## config.mk

```make
export PLATFORM = sky130hd
export DESIGN_NAME = lsi_top
export DESIGN_NICKNAME = d
export VERILOG_FILES = /design/src/lsi_pkg.sv /design/src/lsi_stat_if.sv /design/src/lsi_top.sv /design/src/lsi_latch_reg.sv
export VERILOG_INCLUDE_DIRS = /design/src
export SDC_FILE = /design/constraint.sdc
export NUM_CORES = 1
export LEC_CHECK = 0
export ABC_AREA = 1
export BUFFER_PORTS_ARGS = -buffer_cell sky130_fd_sc_hd__buf_2
export CAP_MARGIN = 20
export CORE_MARGIN = 10
export CORE_UTILIZATION = 50
export CTS_CLUSTER_DIAMETER = 100
export DETAILED_ROUTE_END_ITERATION = 12
export PLACE_DENSITY = 0.73
export SLEW_MARGIN = 20
export SYNTH_ARGS = -nofsm -noshare
export SYNTH_HDL_FRONTEND = slang
export SYNTH_SLANG_ARGS = --single-unit
```

## constraint.sdc

```tcl
create_clock -name CLK -period 4 [get_ports CLK]
set_input_delay 0.8 -clock CLK [delete_from_list [all_inputs] [get_ports CLK]]
set_output_delay 0.8 -clock CLK [all_outputs]
set_load 0.005 [all_outputs]
```

## src/lsi_params.svh

```systemverilog
// register map, bit positions, masks and counts of the status block
`ifndef LSI_PARAMS_SVH
`define LSI_PARAMS_SVH
// control port offsets
`define LSI_ADR_SUMMARY  8'h0E
`define LSI_ADR_RX_THREE 8'h10
`define LSI_ADR_PRI_MASK 8'h16
`define LSI_ADR_SEC_MASK 8'h17
`define LSI_ADR_PRI_STAT 8'h20
`define LSI_ADR_SEC_STAT 8'h21
`define LSI_ADR_RX_ONE   8'h22
`define LSI_ADR_RX_TWO   8'h31
// bits that follow an alarm level rather than an event pulse
`define LSI_ALARM_PRI    8'h1F
`define LSI_ALARM_NONE   8'h00
`define LSI_RX3_CARRIER  3
// receive info one positions
`define LSI_RX1_ALIGN    7
`define LSI_RX1_ZERO8    6
`define LSI_RX1_ZERO16   5
`define LSI_RX1_SEVERE   2
`define LSI_RX1_CODEWORD 1
`define LSI_RX1_FBIT     0
// interrupt summary positions
`define LSI_SUM_BERT     6
`define LSI_SUM_B_DL     5
`define LSI_SUM_B_SEC    4
`define LSI_SUM_B_PRI    3
`define LSI_SUM_A_DL     2
`define LSI_SUM_A_SEC    1
`define LSI_SUM_A_PRI    0
// detector figures and reset values
`define LSI_ZERO8_RUN    8
`define LSI_ZERO16_RUN   16
`define LSI_ZERO_SAT     5'h1F
`define LSI_SEF_WINDOW   6
`define LSI_SEF_LIMIT    2
`define LSI_CW_VIOL      8'h11
`define LSI_CW_BIP       8'h0A
`define LSI_BYTE_RESET   8'h00
`endif

```

## src/lsi_pkg.sv

```systemverilog
// types shared by the status block modules
package lsi_pkg;
    typedef logic [7:0] lsi_byte_t;

    // index of the latched registers of one framer path
    typedef enum logic [2:0] {
        REG_PRI = 3'b000,
        REG_SEC = 3'b001,
        REG_RX1 = 3'b010,
        REG_RX2 = 3'b011,
        REG_RX3 = 3'b100
    } lsi_reg_e;

    // state of one latched status register
    typedef struct packed {
        lsi_byte_t latch;
        lsi_byte_t shown;
        lsi_byte_t prev;
        lsi_byte_t chg;
    } lsi_latch_s;

    // state of the top module
    typedef struct packed {
        lsi_byte_t  primary_irq_mask;
        lsi_byte_t  secondary_irq_mask;
        logic [4:0] zero_cnt;
        lsi_byte_t  sef_hist;
        lsi_byte_t  pos_h;
        lsi_byte_t  neg_h;
        logic       last_pos;
        lsi_byte_t  align_prev;
        lsi_byte_t  rdata;
        logic       int_oe_n;
        logic       int_out;
    } lsi_top_s;
endpackage : lsi_pkg

```

## src/lsi_stat_if.sv

```systemverilog
// link between the top and one latched status register
interface lsi_stat_if;
    import lsi_pkg::*;
    lsi_byte_t set;
    lsi_byte_t level;
    logic      wr;
    logic      rd;
    lsi_byte_t wdata;
    lsi_byte_t shown;
    lsi_byte_t pend;
    modport top (output set, output level, output wr, output rd, output wdata, input shown, input pend);
    modport reg_side (input set, input level, input wr, input rd, input wdata, output shown, output pend);
endinterface : lsi_stat_if

```

## src/lsi_top.sv

```systemverilog
// latched status registers and open-drain interrupt of one framer path
`include "lsi_params.svh"
// Summary of operation
// - every status and info bit latches to 1 when its event or alarm occurs
// - a latched bit holds until read, read clears it, sets again on new event
// - alarm bits stay set across a read while the alarm is still present
// - a write refreshes the readable copy only where the written bit is 1
// - only primary, secondary, datalink and bert sources reach the interrupt
// - each interrupt source has its own mask bit; masked sources stay silent
// - unmasked primary alarms interrupt on both rising and falling change
// - alarm interrupt releases once its bit is read, even if alarm persists
// - unmasked event interrupts on occurrence and releases when its bit is read
// - summary shows pending requests: bert, path b and path a sources
// - unassigned summary and info positions carry no meaning for the host
// - alignment change flag sets when a resync lands on a new alignment
// - eight zero flag sets on any run of eight or more zeros
// - sixteen zero flag sets on any run of sixteen or more zeros
// - severe framing flag sets on two framing errors in any six
// - substitution codeword flag sets on a codeword whatever the line coding
// - framing bit error flag sets on each errored framing bit
module lsi_top #(
    parameter int ZERO_SHORT = `LSI_ZERO8_RUN,
    parameter int ZERO_LONG  = `LSI_ZERO16_RUN,
    parameter int SEF_WIN    = `LSI_SEF_WINDOW,
    parameter int SEF_ERRS   = `LSI_SEF_LIMIT
) (
    // clock and reset
    input wire logic               CLK,
    input wire logic               RSTN,
    // parallel control port
    input wire logic [7:0]         ADDR,
    input wire lsi_pkg::lsi_byte_t WDATA,
    input wire logic               WR_STB,
    input wire logic               RD_STB,
    output lsi_pkg::lsi_byte_t     RDATA,
    // alarm levels and event pulses of the path
    input wire logic [4:0]         PRI_ALARM,
    input wire logic [2:0]         PRI_EVENT,
    input wire lsi_pkg::lsi_byte_t SEC_EVENT,
    input wire lsi_pkg::lsi_byte_t RX2_EVENT,
    input wire lsi_pkg::lsi_byte_t RX3_EVENT,
    input wire logic               RX3_CARRIER_LOSS,
    // receive line and framer
    input wire logic               RX_BIT_STB,
    input wire logic               RX_LINE_POS_IN,
    input wire logic               RX_LINE_NEG_IN,
    input wire logic               FBIT_STB,
    input wire logic               FBIT_ERR_IN,
    input wire logic               RESYNC_DONE,
    input wire lsi_pkg::lsi_byte_t ALIGN_POS,
    // requests of neighbouring blocks, already masked there
    input wire logic               PATH_A_DATALINK_REQUEST,
    input wire logic               PATH_B_PRIMARY_REQUEST,
    input wire logic               PATH_B_SECONDARY_REQUEST,
    input wire logic               PATH_B_DATALINK_REQUEST,
    input wire logic               BERT_REQUEST,
    // open-drain interrupt pin
    output logic                   INT_OUT,
    output logic                   INT_OE_N
);
    import lsi_pkg::*;

    localparam int NREG = 5;
    localparam lsi_byte_t SEF_MASK = lsi_byte_t'((1 << SEF_WIN) - 1);
    localparam lsi_byte_t ALARMS [NREG] = '{
        `LSI_ALARM_PRI,
        `LSI_ALARM_NONE,
        `LSI_ALARM_NONE,
        `LSI_ALARM_NONE,
        lsi_byte_t'(1 << `LSI_RX3_CARRIER)
    };

    // refuse figures that the counters cannot hold
    if (ZERO_SHORT < 1 || ZERO_LONG <= ZERO_SHORT || ZERO_LONG > 31) begin : g_bad_zero
        $error("zero run lengths out of range");
    end
    if (SEF_WIN < 2 || SEF_WIN > 8 || SEF_ERRS < 1 || SEF_ERRS > SEF_WIN) begin : g_bad_sef
        $error("severe framing window out of range");
    end

    logic [1:0] rst_sync;
    logic       rst_n;
    lsi_top_s   st;
    lsi_top_s   next_st;
    lsi_byte_t  set_v   [NREG];
    lsi_byte_t  level_v [NREG];
    lsi_byte_t  shown_v [NREG];
    lsi_byte_t  pend_v  [NREG];
    logic [NREG-1:0] sel;
    lsi_byte_t  rx1_set;
    lsi_byte_t  sum;
    lsi_byte_t  new_pos;
    lsi_byte_t  new_neg;
    lsi_byte_t  new_hist;
    logic [5:0] run_len;
    logic       zero_in;
    logic       cw_hit;

    // reset release through two flops; assertion is immediate
    always_ff @(posedge CLK or negedge RSTN) begin
        if (!RSTN) begin
            rst_sync <= 2'h0;
        end else begin
            rst_sync <= {rst_sync[0], 1'b1};
        end
    end
    assign rst_n = rst_sync[1];

    // address decode of the latched registers
    assign sel[REG_PRI] = (ADDR == `LSI_ADR_PRI_STAT);
    assign sel[REG_SEC] = (ADDR == `LSI_ADR_SEC_STAT);
    assign sel[REG_RX1] = (ADDR == `LSI_ADR_RX_ONE);
    assign sel[REG_RX2] = (ADDR == `LSI_ADR_RX_TWO);
    assign sel[REG_RX3] = (ADDR == `LSI_ADR_RX_THREE);

    // sources of each register; unassigned positions are never set
    assign set_v[REG_PRI]   = {PRI_EVENT, 5'h00};
    assign level_v[REG_PRI] = {3'h0, PRI_ALARM};
    assign set_v[REG_SEC]   = SEC_EVENT;
    assign level_v[REG_SEC] = 8'h00;
    assign set_v[REG_RX1]   = rx1_set;
    assign level_v[REG_RX1] = 8'h00;
    assign set_v[REG_RX2]   = RX2_EVENT;
    assign level_v[REG_RX2] = 8'h00;
    assign set_v[REG_RX3]   = RX3_EVENT & ~ALARMS[REG_RX3];
    assign level_v[REG_RX3] = lsi_byte_t'(RX3_CARRIER_LOSS) << `LSI_RX3_CARRIER;

    // one latched register per status source
    for (genvar g = 0; g < NREG; g++) begin : g_stat
        lsi_stat_if bus();
        assign bus.set    = set_v[g];
        assign bus.level  = level_v[g];
        assign bus.wr     = WR_STB && sel[g];
        assign bus.rd     = RD_STB && sel[g];
        assign bus.wdata  = WDATA;
        assign shown_v[g] = bus.shown;
        assign pend_v[g]  = bus.pend;
        lsi_latch_reg #(
            .ALARM (ALARMS[g])
        ) u_reg (
            .clk   (CLK),
            .rst_n (rst_n),
            .bus   (bus)
        );
    end

    // receive-side detectors feeding the first info register
    assign zero_in  = !RX_LINE_POS_IN && !RX_LINE_NEG_IN;
    assign run_len  = {1'b0, st.zero_cnt} + 6'h01;
    assign new_pos  = {st.pos_h[6:0], RX_LINE_POS_IN};
    assign new_neg  = {st.neg_h[6:0], RX_LINE_NEG_IN};
    assign new_hist = {st.sef_hist[6:0], FBIT_ERR_IN} & SEF_MASK;
    // codeword 000VB0VB: violations share the polarity of the pulse before
    assign cw_hit   = st.last_pos ? (new_pos == `LSI_CW_VIOL && new_neg == `LSI_CW_BIP)
                                  : (new_neg == `LSI_CW_VIOL && new_pos == `LSI_CW_BIP);

    // summary: only interrupt-capable sources, each through its mask
    always_comb begin
        sum = 8'h00;
        sum[`LSI_SUM_A_PRI] = |(pend_v[REG_PRI] & st.primary_irq_mask);
        sum[`LSI_SUM_A_SEC] = |(pend_v[REG_SEC] & st.secondary_irq_mask);
        sum[`LSI_SUM_A_DL]  = PATH_A_DATALINK_REQUEST;
        sum[`LSI_SUM_B_PRI] = PATH_B_PRIMARY_REQUEST;
        sum[`LSI_SUM_B_SEC] = PATH_B_SECONDARY_REQUEST;
        sum[`LSI_SUM_B_DL]  = PATH_B_DATALINK_REQUEST;
        sum[`LSI_SUM_BERT]  = BERT_REQUEST;
    end

    // next state of detectors, masks, read data and pin
    always_comb begin
        next_st = st;
        rx1_set = 8'h00;
        // zero run counter saturates so long runs keep flagging
        if (RX_BIT_STB) begin
            next_st.pos_h = new_pos;
            next_st.neg_h = new_neg;
            if (st.pos_h[7]) begin
                next_st.last_pos = 1'b1;
            end else if (st.neg_h[7]) begin
                next_st.last_pos = 1'b0;
            end
            if (zero_in) begin
                if (st.zero_cnt != `LSI_ZERO_SAT) begin
                    next_st.zero_cnt = run_len[4:0];
                end
                if (run_len >= 6'(ZERO_SHORT)) begin
                    rx1_set[`LSI_RX1_ZERO8] = 1'b1;
                end
                if (run_len >= 6'(ZERO_LONG)) begin
                    rx1_set[`LSI_RX1_ZERO16] = 1'b1;
                end
            end else begin
                next_st.zero_cnt = 5'h00;
            end
            // seen regardless of the coding selected for the line
            if (cw_hit) begin
                rx1_set[`LSI_RX1_CODEWORD] = 1'b1;
            end
        end
        // framing errors over a sliding window of framing bits
        if (FBIT_STB) begin
            next_st.sef_hist = new_hist;
            if (FBIT_ERR_IN) begin
                rx1_set[`LSI_RX1_FBIT] = 1'b1;
            end
            if ($countones(new_hist) >= SEF_ERRS) begin
                rx1_set[`LSI_RX1_SEVERE] = 1'b1;
            end
        end
        // compare new alignment with the one before the resync
        if (RESYNC_DONE) begin
            next_st.align_prev = ALIGN_POS;
            if (ALIGN_POS != st.align_prev) begin
                rx1_set[`LSI_RX1_ALIGN] = 1'b1;
            end
        end
        // mask registers, bit set means source enabled
        if (WR_STB && ADDR == `LSI_ADR_PRI_MASK) begin
            next_st.primary_irq_mask = WDATA;
        end
        if (WR_STB && ADDR == `LSI_ADR_SEC_MASK) begin
            next_st.secondary_irq_mask = WDATA;
        end
        // read data holds until the next read; unmapped reads give zero
        if (RD_STB) begin
            case (ADDR)
                `LSI_ADR_SUMMARY:  next_st.rdata = sum;
                `LSI_ADR_PRI_STAT: next_st.rdata = shown_v[REG_PRI];
                `LSI_ADR_SEC_STAT: next_st.rdata = shown_v[REG_SEC];
                `LSI_ADR_RX_ONE:   next_st.rdata = shown_v[REG_RX1];
                `LSI_ADR_RX_TWO:   next_st.rdata = shown_v[REG_RX2];
                `LSI_ADR_RX_THREE: next_st.rdata = shown_v[REG_RX3];
                `LSI_ADR_PRI_MASK: next_st.rdata = st.primary_irq_mask;
                `LSI_ADR_SEC_MASK: next_st.rdata = st.secondary_irq_mask;
                default:           next_st.rdata = `LSI_BYTE_RESET;
            endcase
        end
        // pin pulled low while any summary bit is pending
        next_st.int_oe_n = (sum == 8'h00);
        next_st.int_out  = 1'b0;
    end

    // registers start defined even though the host reprograms them
    always_ff @(posedge CLK or negedge rst_n) begin
        if (!rst_n) begin
            st          <= '0;
            st.int_oe_n <= 1'b1;
        end else begin
            st <= next_st;
        end
    end

    assign RDATA    = st.rdata;
    assign INT_OUT  = st.int_out;
    assign INT_OE_N = st.int_oe_n;
endmodule : lsi_top

```

## src/lsi_latch_reg.sv

```systemverilog
// one latched status register with write-mask readable copy
`include "lsi_params.svh"
module lsi_latch_reg #(
    parameter lsi_pkg::lsi_byte_t ALARM = `LSI_ALARM_NONE
) (
    // clock and synchronised reset
    input wire logic    clk,
    input wire logic    rst_n,
    // host side and sources
    lsi_stat_if.reg_side bus
);
    import lsi_pkg::*;

    lsi_latch_s st;
    lsi_latch_s next_st;
    lsi_byte_t  evt_set;
    lsi_byte_t  alarm_lvl;
    lsi_byte_t  clr_ok;

    assign evt_set   = bus.set & ~ALARM;
    assign alarm_lvl = bus.level & ALARM;
    // bits that a read may clear: shown, no new event, alarm gone
    assign clr_ok    = st.shown & ~evt_set & ~alarm_lvl;

    // clear on read first, then set, so a coincident event survives
    always_comb begin
        next_st = st;
        for (int i = 0; i < 8; i++) begin
            if (bus.rd && st.shown[i]) begin
                next_st.latch[i] = 1'b0;
                next_st.chg[i]   = 1'b0;
            end
            if (ALARM[i]) begin
                if (bus.level[i]) begin
                    next_st.latch[i] = 1'b1;
                end
                if (bus.level[i] != st.prev[i]) begin
                    next_st.chg[i] = 1'b1;
                end
            end else if (bus.set[i]) begin
                next_st.latch[i] = 1'b1;
            end
            if (bus.wr && bus.wdata[i]) begin
                next_st.shown[i] = st.latch[i];
            end
        end
        next_st.prev = bus.level & ALARM;
    end

    always_ff @(posedge clk or negedge rst_n) begin
        if (!rst_n) begin
            st <= '0;
        end else begin
            st <= next_st;
        end
    end

    // alarms request on change, events while latched
    assign bus.shown = st.shown;
    assign bus.pend  = (st.chg & ALARM) | (st.latch & ~ALARM);
endmodule : lsi_latch_reg

```

* Yosys cells after proc, flatten, opt, wreduce, memory -nomap -nowiden
Cells that the tools add are included.
Word-level totals: output and inout bits 10, logic and storage cells 366, bits in registers 148
Operators by class: add/subtract/negate cells 6, magnitude comparators 3, equal/unequal tests 20, bitwise logic cells 3, reductions and logical operators 142, multiplexer cells 99
Operators with widths (count):
- 1-bit two-way mux | 94
- 1-bit logical AND | 91
- 2-bit nonzero test | 44
- 8-bit case mux with 8 select lines | 1
- 8-bit by 5-bit == test with 1-bit output (second input constant) | 5
- 8-bit by 6-bit == test with 1-bit output (second input constant) | 4
- 8-bit by 4-bit == test with 1-bit output (second input constant) | 3
- 8-bit bitwise AND | 2
- 8-bit OR reduction | 2
- 5-bit two-way mux | 2
- 8-bit logical NOT | 1
- 8-bit inequality test | 1
- 5-bit by 8-bit OR with 8-bit output | 1
- 1-bit by 1-bit adder with 2-bit output | 3
- 5-bit by 1-bit adder with 6-bit output (second input constant) | 1
- 6-bit by 4-bit greater-or-equal comparator with 1-bit output (second input constant) | 1
- 6-bit by 5-bit greater-or-equal comparator with 1-bit output (second input constant) | 1
- 1-bit inequality test | 5
- 5-bit inequality test (second input constant) | 1
- 3-bit by 2-bit adder with 4-bit output | 1
- 4-bit by 2-bit greater-or-equal comparator with 1-bit output (second input constant) | 1
- 2-bit two-way mux | 2
- 2-bit AND reduction | 2
- 2-bit by 2-bit adder with 3-bit output | 1
- 2 further kinds | 3

* Logic depth before layout (Yosys ltp)
Gate-level depths: netlist of run 1.
depth in word-level cells 7, gate-level depth with buffers 10, depth with buffers taken out 10

* Modules after synthesis
Synthesis of run 1 repeated with hierarchy kept, for this count alone.
Unflattened totals: cell total of the unflattened synthesis 987, area total of the unflattened synthesis 7907.6 sq um
By module, submodules not included:
- lsi_top | sequential area each 1552.7 sq um, cells each 492, times used 1, area an instance 3772.4 sq um
- lsi_latch_reg at g_stat[1].u_reg ... | sequential area each 400.4 sq um, cells each 83, times used 3, area an instance 691.9 sq um
- lsi_latch_reg at g_stat[0].u_reg | sequential area each 650.6 sq um, cells each 139, times used 1, area an instance 1174.9 sq um
- lsi_latch_reg at g_stat[4].u_reg | sequential area each 450.4 sq um, cells each 107, times used 1, area an instance 884.6 sq um

* Least setup slack after synthesis of run 1
No wires, ideal clock.
path type input to register, from in FBIT_ERR_IN, to reg g_stat[2].u_reg.st (netlist bit g_stat[2].u_reg.bus.pend[2]), stages on the path 8, data arrival time 2.676 ns, data required time 3.877 ns, buffers on the path 0, slack 1.200 ns, cell sequence fa_1 > inv_1 > fa_1 > or2_2 > fa_1 > nand2_1 > nand2_1 > nand2_1
Between the ends: word-level cells in the longest chain between the ends 7, elaborated cells between the ends (all ways) 8
Ends and longest elaborated chain:
- start: declaration | RTL line lsi_top.sv:48 | input wire logic FBIT_ERR_IN,
- 1-bit by 1-bit adder with 2-bit output (implied by the code) * | RTL line lsi_top.sv:206 | if ($countones(new_hist) >= SEF_ERRS) begin
- 2-bit by 2-bit adder with 3-bit output (implied by the code) * | RTL line lsi_top.sv:206
- 3-bit by 2-bit adder with 4-bit output (implied by the code) * | RTL line lsi_top.sv:206
- 4-bit by 2-bit greater-or-equal comparator with 1-bit output * | RTL line lsi_top.sv:206
- 1-bit two-way mux * | RTL line lsi_top.sv:206
- 1-bit two-way mux * | RTL line lsi_top.sv:201 | if (FBIT_STB) begin
- 1-bit two-way mux or 2-bit nonzero test (tied branches)
- end signal: assignment | RTL line lsi_latch_reg.sv:54 | st <= next_st;
- end: declaration | RTL line lsi_latch_reg.sv:14 | lsi_latch_s st;
Mark *: on every way between the ends. The rest lies on a longest branch, timed or not. A chain may end at the register's enable or synchronous reset.

* Worst setup path after layout of run 1
Same ends and word-level chain as after synthesis.

==> results of run 1 <==
## flip-flops by register name, indices dropped and copies added (netlist names)
signal	cells
new_neg	7
g_stat.u_reg.bus.pend	22
new_hist	5
rst_sync	2
RDATA	8
g_stat.u_reg.bus.shown	38
g_stat.u_reg.st	26
new_pos	7
INT_OE_N	1
st	32
## stage by stage
stage	hold slack, ns	area, um2	cells	utilization	power (W)
after CTS	0.131	8220	1092	0.590	0.00361
after global placement	0.335	7590	1060	0.544	0.00192
after floorplan	0.331	7130	831	-	0.00183
after detailed placement	0.341	7590	1060	0.544	0.00193
final	0.141	8220	1092	0.590	0.00359
after global routing	0.133	8220	1092	0.590	0.00373
## critical path, delay by kind of cell
family	cells	cell delay [ns]
adders and majority gates	3	1.42
buffers and inverters	2	0.16
and+or+nand+nor	4	0.46
## final timing paths
path                                                       endpoint  slack [ns]  cells past startpoint
max                         g_stat[2].u_reg.bus.pend[2]$_DFFE_PN0P_        1.48                      9
min                                           rst_sync[0]$_DFF_PN0_        0.14                      1
max reg2reg                 g_stat[2].u_reg.bus.pend[2]$_DFFE_PN0P_        1.58                      8
min reg2reg                                   rst_sync[1]$_DFF_PN0_        0.35                      0
max in group asynchronous  g_stat[4].u_reg.bus.shown[4]$_DFFE_PN0P_        2.63                      1
min in group CLK                              rst_sync[1]$_DFF_PN0_        0.35                      0
## synthesized netlist by cell type
cell / n / area, um2
o221ai_1: 1 / 8.76
clkbuf_1: 12 / 45.0
xor2_1: 2 / 17.5
nor2_1: 62 / 233
mux2_2: 12 / 135
nor3_1: 2 / 10.0
nor3_2: 1 / 10.0
buf_1: 1 / 3.75
nor4_2: 1 / 12.5
nor2_8: 2 / 40.0
o31ai_1: 1 / 7.51
nand4_1: 3 / 18.8
clkinv_1: 1 / 3.75
o21ai_0: 67 / 335
buf_2: 7 / 35.0
inv_2: 1 / 3.75
a31oi_1: 19 / 119
dfstp_2: 1 / 26.3
or2_1: 8 / 50.1
nand2_2: 6 / 37.5
or2_2: 5 / 31.3
buf_4: 11 / 82.6
a21o_1: 3 / 22.5
conb_1: 2 / 7.51
nor2_4: 10 / 113
nand3_1: 65 / 325
nand2_1: 213 / 800
o22ai_1: 1 / 6.26
ha_1: 3 / 37.5
a21oi_1: 28 / 140
inv_1: 88 / 330
o21ai_1: 3 / 15.0
o21bai_1: 16 / 120
nor2_2: 3 / 18.8
xnor2_1: 9 / 78.8
o211ai_1: 2 / 15.0
a32o_1: 3 / 30.0
nand2_4: 3 / 33.8
dfrtp_1: 147 / 3680
buf_6: 3 / 33.8
fa_1: 3 / 60.1
## cell type report
| type | count | area, um2 |
|---|---|---|
| Fill cell | 1227 | 5720 |
| Sequential cell | 148 | 3710 |
| Clock buffer | 21 | 480 |
| Multi-Input combinational cell | 559 | 2890 |
| Tap cell | 180 | 225 |
| Inverter | 90 | 338 |
| Clock inverter | 11 | 150 |
| Timing Repair Buffer | 83 | 425 |
## routing by layer
layer,routed length [um],up-vias
met1,7680,2704
met3,1150,30
met5,0,-
li1,-,2816
met4,326,0
met2,8260,155
## report_power, final
part	leakage, nW	internal (W)	switching (W)
sequential	1.77	0.00157	0.0000590
clock	0.305	0.00105	0.000635
combinational	2.06	0.000102	0.000172
## placed cells by master (no fill, tap or decap), drive strengths merged, types with 7 or more instances in the layout
cell,count
o21bai,16
or2,13
mux2,12
dfrtp,147
clkbuf,21
buf,83
a21oi,28
xnor2,9
nand2,222
a31oi,19
clkinv,7
nor2,77
nand3,65
inv,89
o21ai,70
## logic make-up (layout without fill, tap and decap cells)
logic type / after synthesis / in the layout
xor gates and xnor gates: 11 / 11
muxes: 12 / 12
AOI/OAI and AO/OA: 144 / 144
buffers and inverters: 124 / 205
and+or+nand+nor: 384 / 384
adders and majority gates: 6 / 6
DFF: 148 / 148
other: 2 / 2
==> metrics.cfg, run 1 <==
[global_routing]
grt_max_degree = 72
antenna_found_initial = 0
met2_usage = 0.287
grt_usage = 0.181
use_met3 = 0.0555
grt_pass1_wl_um = 28500
grt_use_met1 = 0.228
first_global_vias = 5614
grt_overflow = 0
top_usage_layer = met2

[sta]
period_share = 0.629
fmax_mhz = 397
hold_violations = 0
rsz0062_at_grt = no
setup_ws_ns = 1.48
fin_setup_tns_ns = 0
finalSetupViolCount = 0
max_slew_margin = 0.361
finalMaxSlewViolations = 0
finClkSkew_ns = 0.00822
period_minus_slack_ns = 2.52
tightest_slew_ns = 0.951

[power_and_ir_drop]
total_leakage_power_nw = 4.14
cellPowerDensity_nw_per_um2 = 437
ir_drop_mv = 0.316

[worst_setup_path]
critPathRequiredTime_ns = 4.32
r2r_start = new_hist[1]$_DFFE_PN0P_
cp-end-kind = flip-flop
worst_ep_arrival_time_ns = 2.83
worst-setup-path-type = primary input to flip-flop
critPathMaxFanout = 2
cpPeakStageDelay_ns = 0.52
path_cells = buf_2 -> fa_1 -> inv_1 -> fa_1 -> or2_2 -> fa_1 -> nand2_1 -> nand2_1 -> nand2_1
crit_path_start = FBIT_ERR_IN
critPathSlowestCell = fa_1
startpoint_type = primary input

[clocking]
htree_levels = 4
cts_tree = done
cts_setup_buffers = 0
clkSinkCount = 148
clk_pin_slew_ns = 0.06
clk_path_buf_depth = 2
cts_resized = 0
cts-root-buf = clkbuf_16
hold_buffers = 0
clock_latency_ns = 0.43
cts_made_buffers = 17

[floorplanning]
io_pins = 82
initial_core_util = 0.512
rows = 43
die_h_um = 139
dieArea_um2 = 19400
die_w_um = 139
core_um2 = 13900

[detailed_routing]
vias = 5705
wirelength_um = 17400
post-route-drc-count = 0
ant_nets = 0
drt_iter0_drc = 444
via_per_inst = 5.22
wire_per_inst_um = 15.9
firstDrtPassIters = 5

[placement]
place_ws_ns = 1.01
dp_hpwl_um = 12500
io_buffers = 79
routabilityCongestion = 0.895

[synth]
yosysUniqueCellTypes = 41
yosys.area_share.xor_xnor = 0.0135
ys_seq_elements = 148
synthSimpleGateAreaFrac = 0.243
ys_warn_count = 0
synth_top_family_by_area = simple AND/OR/NAND/NOR gates
synth_compound_area_frac = 0.115
syn_area_per_cell_um2 = 8.58
synthMuxAreaShare = 0.0189
synthesis.nets = 909
synthAdderAreaFrac = 0.0137
synthCells = 831
syn_area_um2 = 7130
ys_seq_area_frac = 0.519

[finish]
nNetsFinal = 977
syn_to_final_growth_pct = 15.2
drive_above_1_share = 0.177
antenna_cells = 0

[outcome]
status = finished clean

[hold_path]
hold_class = primary input to asynchronous set/reset pin

[flow_run]
maxCapViolCount = 0

(Power assumes the default switching activity.)
==> run 2, diff against run 1 <==
==> constraint.sdc (replaced) <==
create_clock -name CLK -period 2.05 [get_ports CLK]
set_input_delay 0.41 -clock CLK [delete_from_list [all_inputs] [get_ports CLK]]
set_output_delay 0.41 -clock CLK [all_outputs]
set_load 0.005 [all_outputs]
==> metrics.cfg, run 2 (synthesis gave the netlist of run 1 again) <==
[clocking]
clk_path_buf_depth = 2  ; unchanged
htree_levels = 4  ; unchanged
cts_resized = 0  ; unchanged
clock_latency_ns = 0.42  ; about the same
clk_pin_slew_ns = 0.06  ; about the same
cts_made_buffers = 17  ; unchanged
cts_tree = done
cts-root-buf = clkbuf_16
clkSinkCount = 148  ; unchanged

[floorplanning]
die_w_um = 139  ; unchanged
io_pins = 82  ; unchanged
core_um2 = 13900  ; unchanged
rows = 43  ; unchanged
initial_core_util = 0.512  ; unchanged
dieArea_um2 = 19400  ; unchanged
die_h_um = 139  ; unchanged

[sta]
hold_violations = 0  ; unchanged
fin_setup_tns_ns = -0.278  ; -0.278 ns
period_share = 1.14
rsz0062_at_grt = yes
finalSetupViolCount = 1  ; +1
max_slew_margin = 0.600  ; +0.240
setup_ws_ns = -0.278  ; -1.76 ns
tightest_slew_ns = 0.599  ; -0.352 ns
period_minus_slack_ns = 2.33
finalMaxSlewViolations = 0  ; unchanged
fmax_mhz = 430
finClkSkew_ns = 0.00728  ; -0.000937 ns

[hold_path]
hold_depth = 1
hold_start = PRI_ALARM[1]
hold_class = primary input to flip-flop
min_to = g_stat[0].u_reg.st[9]$_DFF_PN0_

[detailed_routing]
post-route-drc-count = 0  ; unchanged
wire_per_inst_um = 15.9  ; -0.45%
firstDrtPassIters = 6  ; +1
vias = 5783  ; +1.4%
wirelength_um = 17600  ; +1.0%
drt_iter0_drc = 416  ; -6.3%
ant_nets = 0  ; unchanged
via_per_inst = 5.22  ; about the same

[finish]
layout.cells.non_filler = 1108  ; +1.5%
antenna_cells = 0  ; unchanged
largest_reg_flops = 38  ; unchanged
mostFrequentLayoutCells = nand2_1, dfrtp_1, inv_1
drive_above_1_share = 0.189  ; +0.0120
nNetsFinal = 993  ; +1.6%
seq_area_um2 = 3710  ; unchanged
multi_input_area_um2 = 2890  ; about the same
final_common_cell = nand2_1
syn_to_final_growth_pct = 16.8
nFillCells = 1219  ; -0.65%

[outcome]
status = finished, violations left
violations = setup timing

[global_routing]
first_global_vias = 5841  ; +4.0%
grt_pass1_wl_um = 29000  ; +1.8%
grt_usage = 0.184  ; +0.00278
antenna_found_initial = 0  ; unchanged
grt_max_degree = 45  ; -38%
grt_overflow = 0  ; unchanged

[power_and_ir_drop]
ir_drop_mv = 0.677  ; +110%
p_sw_w = 0.00173  ; +100%
cellPowerDensity_nw_per_um2 = 825  ; +89%
total_leakage_power_nw = 4.20  ; +1.6%
intPower_w = 0.00513  ; +89%
clkPwrFrac = 0.453  ; -0.016
power_frac_seq = 0.462  ; +0.007
comb_power_share = 0.084  ; +0.007
swShare = 0.252  ; +0.0111

[worst_setup_path]
cpPeakStageDelay_ns = 0.50  ; -0.02 ns
startpoint_type = flip-flop
critPathMaxFanout = 2  ; unchanged
reg2reg_slack_ns = -0.28  ; -1.86 ns
path_cells = fa_1 -> inv_1 -> fa_1 -> or2_4 -> fa_1 -> nand2_1 -> nand2_1 -> nand2_1
critPathRequiredTime_ns = 2.36  ; -1.96 ns
cp-end-kind = flip-flop
r2r_end = g_stat[2].u_reg.bus.pend[2]$_DFFE_PN0P_
r2r_start = new_hist[1]$_DFFE_PN0P_
critPathSlowestCell = fa_1
reg2reg_depth = 8  ; unchanged
worst-setup-path-type = flip-flop to flip-flop
worst_ep_arrival_time_ns = 2.64  ; -0.19 ns

[placement]
dp_hpwl_um = 13000  ; +4.1%
place_inst = 1073  ; +1.2%
io_buffers = 79  ; unchanged
routabilityCongestion = 0.904  ; +0.94%

[flow_run]
maxCapViolCount = 0  ; unchanged

[run 2: cell count changes in the layout (fill, tap and decap cells not counted), sizes merged]
cell | before | now
clkbuf | 21 | 19
bufinv | 3 | 2
clkinv | 7 | 5
dlygate4sd3 | 0 | 1
buf | 83 | 98
inv | 89 | 93
clkinvlp | 2 | 3
[run 2: cell type report]
class	count	share of cell area
flip-flops and latches	148	0.445
multi-input cells	559	0.347
repair buffers	99	0.0688
clock buffers	19	0.0532
inverters	90	0.0406
well taps	180	0.0270
clock inverters	13	0.0179
[run 2: repair_timing]
action | 4_1_cts | 5_1_grt
hold buffers | 1 | 0
setup buffers | 1 | 1
setup endpoints to repair | 1 | 1
endpoints found under the hold margin | 2 | 0
[run 2: critical path: cells and delay by family (launching register included)]
kind | cells | cell delay [ns]
and+or+nand+nor | 4 | 0.38
adders and majority gates | 3 | 1.39
DFF | 1 | 0.40
buffers and inverters | 1 | 0.05
[run 2: per-layer routing]
metal	track usage	routed length, um	part of all wire
met3	0.0558	1380	0.079
met2	0.291	8210	0.47
met1	0.236	7730	0.44
met4	0.0560	262	0.015
met5	0	0	0
[run 2: worst max-delay path by stage]
stage	startpoint	endpoint	slack [ns]
2_1_floorplan	FBIT_ERR_IN	g_stat[2].u_reg.bus.pend[2]$_DFFE_PN0P_	-0.29
6_report	new_hist[1]$_DFFE_PN0P_	g_stat[2].u_reg.bus.pend[2]$_DFFE_PN0P_	-0.28
3_3_place_gp	FBIT_ERR_IN	g_stat[2].u_reg.bus.pend[2]$_DFFE_PN0P_	-0.44
4_1_cts	new_hist[1]$_DFFE_PN0P_	g_stat[2].u_reg.bus.pend[2]$_DFFE_PN0P_	-0.28
3_5_place_dp	FBIT_ERR_IN	g_stat[2].u_reg.bus.pend[2]$_DFFE_PN0P_	-0.48
5_1_grt	new_hist[1]$_DFFE_PN0P_	g_stat[2].u_reg.bus.pend[2]$_DFFE_PN0P_	-0.35
[run 2: through the flow]
step	util	total power (W)	cell area, um2	worst slack [ns]	hold WS [ns]
after CTS	0.597	0.00690	8320	-0.281	0.117
after global placement	0.553	0.00378	7710	-0.438	0.197
after detailed placement	0.553	0.00380	7710	-0.477	0.200
after floorplan	-	0.00357	7140	-0.293	0.114
after global routing	0.598	0.00714	8330	-0.349	0.116
final	0.598	0.00687	8330	-0.278	0.128
[run 2: power by group through the flow]
stage,registers (W),logic (W),clock network [W]
3_5_place_dp,0.00323,0.000577,0
6_report,0.00318,0.000580,0.00311
3_3_place_gp,0.00322,0.000560,0
2_1_floorplan,0.00323,0.000346,0
4_1_cts,0.00318,0.000583,0.00314
5_1_grt,0.00320,0.000665,0.00328
